`src/dtc_params.svh`:
```
// Constants for the dual timer/counter block: bit positions, reset values and counts.
`ifndef DTC_PARAMS_SVH
`define DTC_PARAMS_SVH

// System clocks in one peripheral cycle.
`define DTC_PERIPH_CLKS 4'hC
`define DTC_PERIPH_LAST 4'hB

// Field positions in the timer mode register.
`define DTC_TIMER_MODE_REG_T0_MODE_LO 0
`define DTC_TIMER_MODE_REG_T0_MODE_HI 1
`define DTC_TIMER_MODE_REG_T0_CSEL 2
`define DTC_TIMER_MODE_REG_T0_GATE 3
`define DTC_TIMER_MODE_REG_T1_MODE_LO 4
`define DTC_TIMER_MODE_REG_T1_MODE_HI 5
`define DTC_TIMER_MODE_REG_T1_CSEL 6
`define DTC_TIMER_MODE_REG_T1_GATE 7

// Field positions in the timer control register view.
`define DTC_TIMER_CONTROL_REG_IT0 0
`define DTC_TIMER_CONTROL_REG_IE0 1
`define DTC_TIMER_CONTROL_REG_IT1 2
`define DTC_TIMER_CONTROL_REG_IE1 3
`define DTC_TIMER_CONTROL_REG_TR0 4
`define DTC_TIMER_CONTROL_REG_TF0 5
`define DTC_TIMER_CONTROL_REG_TR1 6
`define DTC_TIMER_CONTROL_REG_TF1 7

// Reset values and count limits.
`define DTC_COUNT_RST 8'h00
`define DTC_TIMER_CONTROL_REG_RST 8'h00
`define DTC_BYTE_MAX 8'hFF
`define DTC_PRESC_MAX 5'h1F

`endif

```
`src/dtc_pkg.sv`:
```
// Types shared by the dual timer/counter modules.
package dtc_pkg;

	typedef enum logic [1:0] {
		DTC_MODE_13BIT = 2'b00,
		DTC_MODE_16BIT = 2'b01,
		DTC_MODE_RELOAD = 2'b10,
		DTC_MODE_SPLIT = 2'b11
	} dtc_mode_t;

	typedef struct packed {
		logic ovf;
		logic [7:0] hi;
		logic [7:0] lo;
	} dtc_step_t;

endpackage

```
`src/dtc_pin_if.sv`:
```
// Conditioned view of one external pin: synchronised level and sampled falling edge.
`timescale 1ns/10ps
`default_nettype none
interface dtc_pin_if;
	logic level;
	logic fall;

	modport src (
		output level,
		output fall
	);

	modport dst (
		input level,
		input fall
	);
endinterface
`default_nettype wire

```
`src/dtc_pin_sampler.sv`:
```
// Synchroniser and once-per-peripheral-cycle falling-edge detector for one pin.
`timescale 1ns/10ps
`default_nettype none
module dtc_pin_sampler (
	// Clock and reset
	input wire logic clk_sys,
	input wire logic sys_rst,
	// Raw pin and sampling strobe
	input wire logic pin_raw,
	input wire logic sample_tick,
	// Conditioned result
	dtc_pin_if.src pin_o
);

	logic sync1_reg;
	logic sync2_reg;
	logic prev_reg;

	always_ff @(posedge clk_sys) begin
		if (sys_rst) begin
			sync1_reg <= 1'b1;
			sync2_reg <= 1'b1;
		end else begin
			sync1_reg <= pin_raw;
			sync2_reg <= sync1_reg;
		end
	end

	always_ff @(posedge clk_sys) begin
		if (sys_rst) begin
			prev_reg <= 1'b1;
		end else if (sample_tick) begin
			prev_reg <= sync2_reg;
		end
	end

	// A level held for a full peripheral cycle is always seen, whatever its duty cycle.
	assign pin_o.level = sync2_reg;
	assign pin_o.fall = sample_tick & prev_reg & ~sync2_reg;
endmodule
`default_nettype wire

```
`src/dtc_dual_timer.sv`:
```
// Two timer/counters, timer 0 with four modes and timer 1 with three (its mode 3 halts it), driven by plain control and status ports.
`timescale 1ns/10ps
`default_nettype none
`include "dtc_params.svh"
module dtc_dual_timer (
	// Clock and reset
	input wire logic clk_sys,
	input wire logic sys_rst,
	// Mode register and run bits written by software
	input wire logic [7:0] timer_mode_reg,
	input wire logic t0_run_bit,
	input wire logic t1_run_bit,
	// External interrupt status kept elsewhere, shown in the control view
	input wire logic ext_irq_a_edge_flag,
	input wire logic ext_irq_a_type,
	input wire logic ext_irq_b_edge_flag,
	input wire logic ext_irq_b_type,
	// External pins
	input wire logic t0_count_pin,
	input wire logic t1_count_pin,
	input wire logic ext_irq_pin_a,
	input wire logic ext_irq_pin_b,
	// Serial-port clock strobe from the same clock domain
	input wire logic uart_clk_tick,
	// Count byte writes
	input wire logic [7:0] count_wr_data,
	input wire logic t0_low_wr,
	input wire logic t0_high_wr,
	input wire logic t1_low_wr,
	input wire logic t1_high_wr,
	// Interrupt service acknowledges
	input wire logic t0_irq_ack,
	input wire logic t1_irq_ack,
	// Count bytes
	output logic [7:0] t0_low_byte,
	output logic [7:0] t0_high_byte,
	output logic [7:0] t1_low_byte,
	output logic [7:0] t1_high_byte,
	// Flags, requests and status
	output logic t0_overflow_flag,
	output logic t1_overflow_flag,
	output logic t0_irq_req,
	output logic t1_irq_req,
	output logic t1_overflow_pulse,
	output logic [7:0] timer_control_reg
);

	dtc_pin_if pin_t0 ();
	dtc_pin_if pin_t1 ();
	dtc_pin_if pin_a ();
	dtc_pin_if pin_b ();

	logic [3:0] presc_reg;
	logic periph_tick;
	logic [7:0] t0_lo_reg;
	logic [7:0] t0_hi_reg;
	logic [7:0] t1_lo_reg;
	logic [7:0] t1_hi_reg;
	logic tf0_reg;
	logic tf1_reg;
	logic baud_reg;
	logic [7:0] timer_control_reg_reg;
	dtc_pkg::dtc_mode_t t0_mode;
	dtc_pkg::dtc_mode_t t1_mode;
	logic t0_csel;
	logic t0_gate_enable;
	logic t1_csel;
	logic t1_gate_enable;
	logic t0_split;
	logic t0_en;
	logic t1_en;
	logic t0_inc;
	logic t1_inc;
	logic th0_inc;
	logic th0_ovf;
	logic tf0_set;
	logic tf1_set;
	dtc_pkg::dtc_step_t t0_step;
	dtc_pkg::dtc_step_t t1_step;
	logic t0_wr_any;
	logic t1_wr_any;

	// Peripheral cycle strobe.
	always_ff @(posedge clk_sys) begin
		if (sys_rst) begin
			presc_reg <= 4'h0;
		end else if (presc_reg == `DTC_PERIPH_LAST) begin
			presc_reg <= 4'h0;
		end else begin
			presc_reg <= presc_reg + 4'h1;
		end
	end
	assign periph_tick = (presc_reg == `DTC_PERIPH_LAST);

	dtc_pin_sampler u_samp_t0 (
		.clk_sys(clk_sys),
		.sys_rst(sys_rst),
		.pin_raw(t0_count_pin),
		.sample_tick(periph_tick),
		.pin_o(pin_t0.src)
	);
	dtc_pin_sampler u_samp_t1 (
		.clk_sys(clk_sys),
		.sys_rst(sys_rst),
		.pin_raw(t1_count_pin),
		.sample_tick(periph_tick),
		.pin_o(pin_t1.src)
	);
	dtc_pin_sampler u_samp_a (
		.clk_sys(clk_sys),
		.sys_rst(sys_rst),
		.pin_raw(ext_irq_pin_a),
		.sample_tick(periph_tick),
		.pin_o(pin_a.src)
	);
	dtc_pin_sampler u_samp_b (
		.clk_sys(clk_sys),
		.sys_rst(sys_rst),
		.pin_raw(ext_irq_pin_b),
		.sample_tick(periph_tick),
		.pin_o(pin_b.src)
	);

	assign t0_mode = dtc_pkg::dtc_mode_t'(timer_mode_reg[`DTC_TIMER_MODE_REG_T0_MODE_HI:`DTC_TIMER_MODE_REG_T0_MODE_LO]);
	assign t1_mode = dtc_pkg::dtc_mode_t'(timer_mode_reg[`DTC_TIMER_MODE_REG_T1_MODE_HI:`DTC_TIMER_MODE_REG_T1_MODE_LO]);
	assign t0_csel = timer_mode_reg[`DTC_TIMER_MODE_REG_T0_CSEL];
	assign t0_gate_enable = timer_mode_reg[`DTC_TIMER_MODE_REG_T0_GATE];
	assign t1_csel = timer_mode_reg[`DTC_TIMER_MODE_REG_T1_CSEL];
	assign t1_gate_enable = timer_mode_reg[`DTC_TIMER_MODE_REG_T1_GATE];
	assign t0_split = (t0_mode == dtc_pkg::DTC_MODE_SPLIT);
	assign t0_wr_any = t0_low_wr | t0_high_wr;
	assign t1_wr_any = t1_low_wr | t1_high_wr;

	assign t0_en = t0_run_bit & (~t0_gate_enable | pin_a.level);
	// run bit lent to timer 0, so timer 1 is then switched by its mode and its gate alone.
	assign t1_en = (t1_run_bit | t0_split) & (~t1_gate_enable | pin_b.level);
	assign t0_inc = t0_en & (t0_csel ? pin_t0.fall : periph_tick);
	assign t1_inc = t1_en & (t1_mode != dtc_pkg::DTC_MODE_SPLIT) & (t1_csel ? pin_t1.fall : periph_tick);
	assign th0_inc = t0_split & t1_run_bit & uart_clk_tick;
	assign th0_ovf = th0_inc & (t0_hi_reg == `DTC_BYTE_MAX);

	// One count step; the split mode only advances the low byte here.
	function automatic dtc_pkg::dtc_step_t dtc_step(input dtc_pkg::dtc_mode_t mode,
			input logic [7:0] lo, input logic [7:0] hi, input logic inc);
		dtc_pkg::dtc_step_t r;
		r.ovf = 1'b0;
		r.hi = hi;
		r.lo = lo;
		if (inc) begin
			unique case (mode)
				dtc_pkg::DTC_MODE_13BIT: begin
					r.lo = {lo[7:5], lo[4:0] + 5'h01};
					if (lo[4:0] == `DTC_PRESC_MAX) begin
						r.hi = hi + 8'h01;
						r.ovf = (hi == `DTC_BYTE_MAX);
					end
				end
				dtc_pkg::DTC_MODE_16BIT: begin
					{r.ovf, r.hi, r.lo} = {1'b0, hi, lo} + 17'h00001;
				end
				dtc_pkg::DTC_MODE_RELOAD: begin
					if (lo == `DTC_BYTE_MAX) begin
						r.lo = hi;
						r.ovf = 1'b1;
					end else begin
						r.lo = lo + 8'h01;
					end
				end
				dtc_pkg::DTC_MODE_SPLIT: begin
					r.lo = lo + 8'h01;
					r.ovf = (lo == `DTC_BYTE_MAX);
				end
			endcase
		end
		return r;
	endfunction

	always_comb begin
		t0_step = dtc_step(t0_mode, t0_lo_reg, t0_hi_reg, t0_inc);
		t1_step = dtc_step(t1_mode, t1_lo_reg, t1_hi_reg, t1_inc);
	end

	// Timer 0 counts; a software write overrides the count on its byte.
	always_ff @(posedge clk_sys) begin
		if (sys_rst) begin
			t0_lo_reg <= `DTC_COUNT_RST;
			t0_hi_reg <= `DTC_COUNT_RST;
		end else begin
			t0_lo_reg <= t0_low_wr ? count_wr_data : t0_step.lo;
			if (t0_high_wr) begin
				t0_hi_reg <= count_wr_data;
			end else if (t0_split) begin
				t0_hi_reg <= th0_inc ? t0_hi_reg + 8'h01 : t0_hi_reg;
			end else begin
				t0_hi_reg <= t0_step.hi;
			end
		end
	end

	// Timer 1 counts.
	always_ff @(posedge clk_sys) begin
		if (sys_rst) begin
			t1_lo_reg <= `DTC_COUNT_RST;
			t1_hi_reg <= `DTC_COUNT_RST;
		end else begin
			t1_lo_reg <= t1_low_wr ? count_wr_data : t1_step.lo;
			t1_hi_reg <= t1_high_wr ? count_wr_data : t1_step.hi;
		end
	end

	assign tf0_set = t0_step.ovf;
	assign tf1_set = t0_split ? th0_ovf : t1_step.ovf;

	// acknowledge clears flag
	// An overflow in the acknowledge cycle wins, so no event is lost.
	always_ff @(posedge clk_sys) begin
		if (sys_rst) begin
			tf0_reg <= 1'b0;
			tf1_reg <= 1'b0;
		end else begin
			tf0_reg <= tf0_set | (tf0_reg & ~t0_irq_ack);
			tf1_reg <= tf1_set | (tf1_reg & ~t1_irq_ack);
		end
	end

	always_ff @(posedge clk_sys) begin
		if (sys_rst) begin
			baud_reg <= 1'b0;
		end else begin
			baud_reg <= t1_step.ovf;
		end
	end

	always_ff @(posedge clk_sys) begin
		if (sys_rst) begin
			timer_control_reg_reg <= `DTC_TIMER_CONTROL_REG_RST;
		end else begin
			timer_control_reg_reg[`DTC_TIMER_CONTROL_REG_TF1] <= tf1_reg;
			timer_control_reg_reg[`DTC_TIMER_CONTROL_REG_TR1] <= t1_run_bit;
			timer_control_reg_reg[`DTC_TIMER_CONTROL_REG_TF0] <= tf0_reg;
			timer_control_reg_reg[`DTC_TIMER_CONTROL_REG_TR0] <= t0_run_bit;
			timer_control_reg_reg[`DTC_TIMER_CONTROL_REG_IE1] <= ext_irq_b_edge_flag;
			timer_control_reg_reg[`DTC_TIMER_CONTROL_REG_IT1] <= ext_irq_b_type;
			timer_control_reg_reg[`DTC_TIMER_CONTROL_REG_IE0] <= ext_irq_a_edge_flag;
			timer_control_reg_reg[`DTC_TIMER_CONTROL_REG_IT0] <= ext_irq_a_type;
		end
	end

	assign t0_low_byte = t0_lo_reg;
	assign t0_high_byte = t0_hi_reg;
	assign t1_low_byte = t1_lo_reg;
	assign t1_high_byte = t1_hi_reg;
	assign t0_overflow_flag = tf0_reg;
	assign t1_overflow_flag = tf1_reg;
	assign t0_irq_req = tf0_reg;
	assign t1_irq_req = tf1_reg;
	assign t1_overflow_pulse = baud_reg;
	assign timer_control_reg = timer_control_reg_reg;
endmodule
`default_nettype wire

```
`config.mk`:
```
export PLATFORM = sky130hd
export DESIGN_NAME = dtc_dual_timer
export DESIGN_NICKNAME = d
export VERILOG_FILES = /design/src/dtc_pkg.sv /design/src/dtc_pin_if.sv /design/src/dtc_pin_sampler.sv /design/src/dtc_dual_timer.sv
export VERILOG_INCLUDE_DIRS = /design/src
export SDC_FILE = /design/constraint.sdc
export NUM_CORES = 1
export LEC_CHECK = 0
export ABC_AREA = 1
export ABC_CLOCK_PERIOD_IN_PS = 6400
export BUFFER_PORTS_ARGS = -buffer_cell sky130_fd_sc_hd__buf_2
export CORE_UTILIZATION = 60
export DETAILED_ROUTE_END_ITERATION = 8
export PLACE_DENSITY = 0.88
export SLEW_MARGIN = 20
export SYNTH_ARGS = -nofsm -noshare
export SYNTH_HDL_FRONTEND = slang
export SYNTH_HIERARCHICAL = 1
export SYNTH_SLANG_ARGS = --single-unit
```
`constraint.sdc`:
```
create_clock -name clk_sys -period 6.4 [get_ports clk_sys]
set_clock_uncertainty 0.1 [all_clocks]
set_input_delay 0.64 -clock clk_sys [delete_from_list [all_inputs] [get_ports clk_sys]]
set_output_delay 0.64 -clock clk_sys [all_outputs]
set_load 0.02 [all_outputs]
```
== After elaboration in Yosys (flattened, before gate mapping) ==
Cells that the tools add are included.
Cells by class
  $add $sub $neg: 9
  multipliers: 0
  divide/modulo/power cells: 0
  magnitude comparators: 0
  equal/unequal tests: 19
  shift operators: 0
  mux-type cells: 23
  bitwise operators: 25
  reductions and logical operators: 13
Operators by type and width (count)
  $mux W8: 8
  $pmux W8 S4: 2
  $add A16 B1 Y17 const B: 2
  $mux W17: 2
  $add A8 B1 Y8 const B: 4
  $eq A8 B8 Y1 const B: 4
  $pmux W8 S2: 2
  $mux W9: 2
  $and A1 B1 Y1: 14
  $add A5 B1 Y5 const B: 2
  $eq A5 B5 Y1 const B: 2
  $eq A2 B2 Y1 const B: 4
  $pmux W1 S4: 2
  $ne A2 B2 Y1 const B: 3
  $not A1 Y1: 6
  $reduce_bool A2 Y1: 3
  $reduce_bool A3 Y1: 2
  $mux W1: 5
  $or A1 B1 Y1: 5
  $add A4 B1 Y4 const B: 1
  $eq A2 B1 Y1 const B: 2
  $eq A4 B4 Y1 const B: 1
  $logic_not A2 Y1: 2
  $ne A4 B4 Y1 const B: 1
  7 further kinds: 8
Word-level totals
  register bits: 57
  latch bits: 0
  RAM bits: 0
  bits in read-only memories: 0
  input bits: 35
  output and inout port bits: 45
  logic and storage cells: 110
  memories: 0

== Longest topological paths before layout ==
  depth after elaboration: 8
  gate-level depth with buffers: 15
  mapped depth without buffers: 15

== Hierarchy ==
The synthesis kept the hierarchy.
By module, submodules not included
  dtc_dual_timer: instances 1, cells an instance 562, area each 3408.3 sq um, seq. area each 940.9 sq um
  dtc_pin_sampler: instances 4, cells an instance 12, area each 100.1 sq um, seq. area each 60.1 sq um

== Worst setup path before layout ==
OpenSTA, ideal clock, no wires.
  path kind: register to register
  start point: register presc_reg[0]
  end point: register t0_lo_reg[3], in the netlist t0_low_byte[3]
  setup time: 0.058 ns
  arrival: 1.905 ns
  required time: 6.242 ns
  slack: 4.337 ns
  stages on the path, launching flop included: 13
  buffers on the path: 0
  clock period less this slack: 2.063 ns
  cells stage by stage: dfxtp_1 > ha_1 > nand3_1 > inv_1 > nand2_1 > nor2_1 > nor2_1 > nor2_1 > nand2_1 > nor2_1 > o21ai_1 > a21oi_1 > o21a_1
On the way
  word-level cells in the longest chain between the ends: 6
Ends and longest elaborated chain
  start, declared: line dtc_dual_timer.sv:53  | logic [3:0] presc_reg;
  start signal, assigned: line dtc_dual_timer.sv:90  | presc_reg <= presc_reg + 4'h1;
  $eq A4 B4 Y1 (no line)
  net periph_tick: line dtc_dual_timer.sv:54  | logic periph_tick;
  $and A1 B1 Y1 (2 in series): line dtc_pin_sampler.sv:39  | assign pin_o.fall = sample_tick & prev_reg & ~sync2_reg;
  net pin_t0.fall: line dtc_pin_if.sv:6  | logic fall;
  $mux W1: line dtc_dual_timer.sv:137  | assign t0_inc = t0_en & (t0_csel ? pin_t0.fall : periph_tick);
  $and A1 B1 Y1: line dtc_dual_timer.sv:137
  $reduce_bool A2 Y1 (no line)
  end signal, assigned: line dtc_dual_timer.sv:186  | t0_lo_reg <= `DTC_COUNT_RST;
  end signal, assigned: line dtc_dual_timer.sv:189  | t0_lo_reg <= t0_low_wr ? count_wr_data : t0_step.lo;
  end, declared: line dtc_dual_timer.sv:55  | logic [7:0] t0_lo_reg;
The timed path passes the listed nets, and every way through them passes these cells.
A chain may end at the register's enable or synchronous reset.

== Worst setup path after layout ==
  start point: register presc_reg[0]
  end point: register t0_hi_reg[4], in the netlist t0_high_byte[4]
On the way
  word-level cells in the longest chain between the ends: 7
Ends and longest elaborated chain
  $eq A4 B4 Y1 (no line)
  net periph_tick: line dtc_dual_timer.sv:54
  $and A1 B1 Y1 (2 in series): line dtc_pin_sampler.sv:39
  net pin_t0.fall: line dtc_pin_if.sv:6
  $mux W1: line dtc_dual_timer.sv:137
  $and A1 B1 Y1: line dtc_dual_timer.sv:137
  $reduce_bool A3 Y1 (no line)
  $reduce_and A4 Y1 (no line)
  end signal, assigned: line dtc_dual_timer.sv:187  | t0_hi_reg <= `DTC_COUNT_RST;
  end signal, assigned: line dtc_dual_timer.sv:191  | t0_hi_reg <= count_wr_data;
  end signal, assigned: line dtc_dual_timer.sv:193  | t0_hi_reg <= th0_inc ? t0_hi_reg + 8'h01 : t0_hi_reg;
  end, declared: line dtc_dual_timer.sv:56  | logic [7:0] t0_hi_reg;
The timed path passes the listed nets, and every way through them passes these cells.

==> metrics.md <==
| Metric | Value |
|---|---|
| Largest net degree at the start of global routing | `41` |
| Arrival time of the worst setup path | `2530 ps` |
| Total GRT Usage | `0.348` |
| R2r endpoint | `t0_high_byte[4]$_SDFFE_PP0P_` |
| Yosys warns | `6` |
| Fin. Hold Viols | `0` |
| Worst R2R Start | `presc_reg[0]$_SDFF_PP0_` |
| I/O Pins | `80` |
| Syn nets | `634` |
| Routed Antenna Nets | `0` |
| CP required | `6560 ps` |
| Area Growth Syn to Fin | `16.7%` |
| Hold depth | `1` |
| Highest clock rate | `423 MHz` |
| Slew of the pin with the lowest slew margin | `703 ps` |
| CTS sink cnt | `57` |
| Clk pin slew, worst setup/hold paths | `70 ps` |
| Crit share post-route | `0.369` |
| Initial DRC Count | `317` |
| Final Core Density | `0.728` |
| Clock Tree Buf Depth | `2` |
| WHS Endpoint | `u_samp_t1/pin_o.level$_SDFF_PP1_` |
| Worst Reg-to-Reg Cells | `13` |
| Placer Congestion | `1.01` |
| Syn_area_per_cell | `6.25 sq um` |
| Diode count | `0` |
| Static leakage | `0.00212 uW` |
| Vias in the first global route | `3633` |
| Dpl cell area | `4140 sq um` |
| Worst Hold Launch | `u_samp_t1/sync1_reg$_SDFF_PP1_` |
| Via/cell ratio | `5.61` |
| Detailed Route WL | `10900 um` |
| CTS Buf Count | `9` |
| Total die area | `6510 sq um` |
| Max-cap violations | `0` |
| Cts hold-fix bufs | `0` |
| CP Capture Type | `flip-flop` |
| Initial antenna violation count | `0` |
| Synthesized area | `3710 sq um` |
| Later-pin clock latency in the skew report | `340 ps` |
| Initial cell density of the core | `0.624` |
| CTS Root Cell | `clkbuf_8` |
| Final Instance Area | `4340 sq um` |
| Endpoints failing setup | `0` |
| Width of the die | `80.7 um` |
| Final Max Slew Viols | `0` |
| RSZ-0062 raised after global routing | `no` |
| Worst reg-to-reg setup slack | `4040 ps` |
| Detailed-route via count | `4220` |
| Hold Crit Class | `reg -> reg` |
| Slew headroom | `0.531` |
| Overflow after GRT | `0` |
| TritonRoute pass-1 iters | `5` |
| H-tree Lvls | `3` |
| Status | `complete, no violations` |
| Share of cells above drive strength 1 | `0.189` |
| NumNets Final | `712` |
| I/O Buffers | `79` |
| Fin crit period | `2360 ps` |
| Critical path peak fanout | `6` |
| Crit path kind | `reg -> reg` |
| Setup crit start kind | `flip-flop` |
| First-pass GRT wire length | `17000 um` |
| Row cnt | `28` |
| Cells after Synth | `594` |
| Routed wire per std cell | `14.5 um` |
| Post-CTS setup buffer count | `0` |
| Die Ht | `80.7 um` |
| Total core area | `5960 sq um` |
| Resized cells post-CTS | `0` |
| Peak supply drop | `203 uV` |
| Post-route setup TNS | `0 ps` |
| Detailed placement HPWL | `8140 um` |
| Fillers | `537` |
| # DRC | `0` |
| TritonCTS clock tree | `yes` |
| Hold slack | `307 ps` |
| PwrDens | `201 nW/um^2` |
-- worst max path at each step --
| stage | startpoint | to | slack (ps) |
|---|---|---|---|
| floorplan | presc_reg[0]$_SDFF_PP0_ | t0_low_byte[3]$_SDFFE_PP0P_ | 4440 |
| global route | presc_reg[0]$_SDFF_PP0_ | t0_low_byte[3]$_SDFFE_PP0P_ | 3720 |
| global placement | sys_rst | t1_irq_req$_SDFF_PP0_ | 4160 |
| CTS | presc_reg[0]$_SDFF_PP0_ | t0_low_byte[3]$_SDFFE_PP0P_ | 4050 |
| detailed placement | presc_reg[0]$_SDFF_PP0_ | t0_low_byte[3]$_SDFFE_PP0P_ | 4090 |
| finish | presc_reg[0]$_SDFF_PP0_ | t0_high_byte[4]$_SDFFE_PP0P_ | 4040 |
-- layout make-up --
type                    count  area [sq um]  share of cell area
clock buffers               9           124              0.0286
clock inverters             7          71.3              0.0165
inverters                  92           348              0.0802
multi-input cells         433          2160               0.499
flip-flops and latches     57          1140               0.263
well taps                  75          93.8              0.0216
repair buffers             79           395              0.0912
-- per-stage QoR --
stage | instances | power (uW) | setup WS (ps)
after floorplan | 594 | 490 | 4440
after global placement | 736 | 540 | 4160
after detailed placement | 736 | 543 | 4090
after CTS | 752 | 871 | 4050
after global routing | 752 | 907 | 3720
final | 752 | 870 | 4040
-- power by group --
group | switching, uW | internal (uW) | leakage (uW)
logic | 94.6 | 48.4 | 0.00156
clock network | 153 | 178 | 0.0000912
registers | 22.4 | 373 | 0.000470
total | 270 | 600 | 0.00212
-- placed cells by master (no fill, tap or decap), drive strengths merged, types with 2 or more instances in the layout --
cell type and n:
nor3 4, nand3 58, clkinvlp 3, clkinv 3, xor2 12, a21oi 30, nand2 155, o211ai 5
a31oi 8, clkbuf 9, or2 11, o2111ai 2, ha 5, buf 79, inv 92, dfxtp 57
o21ai 50, o22ai 7, nand4 5, nor2 75
-- routing by layer --
layer  GRT usage  vias up  share of wire
li1            -     2058              -
met1       0.463     1909           0.44
met2       0.538      218           0.45
met3      0.0727       35          0.086
met4       0.148        0          0.029
met5           0        -              0
-- worst max-delay path, cell delays in order, from the launching register on --
cell     delay (ps)
dfxtp_1         350
ha_1            190
nand3_1         160
inv_1           180
nand2_1          70
nor2_1           90
nor2_1           50
nor2_1          130
nand3_1         140
nor2_1          370
inv_1           110
a21oi_1         140
nand2_1          70
a21oi_1         130
No activity file was read; power rests on OpenSTA's default activity.
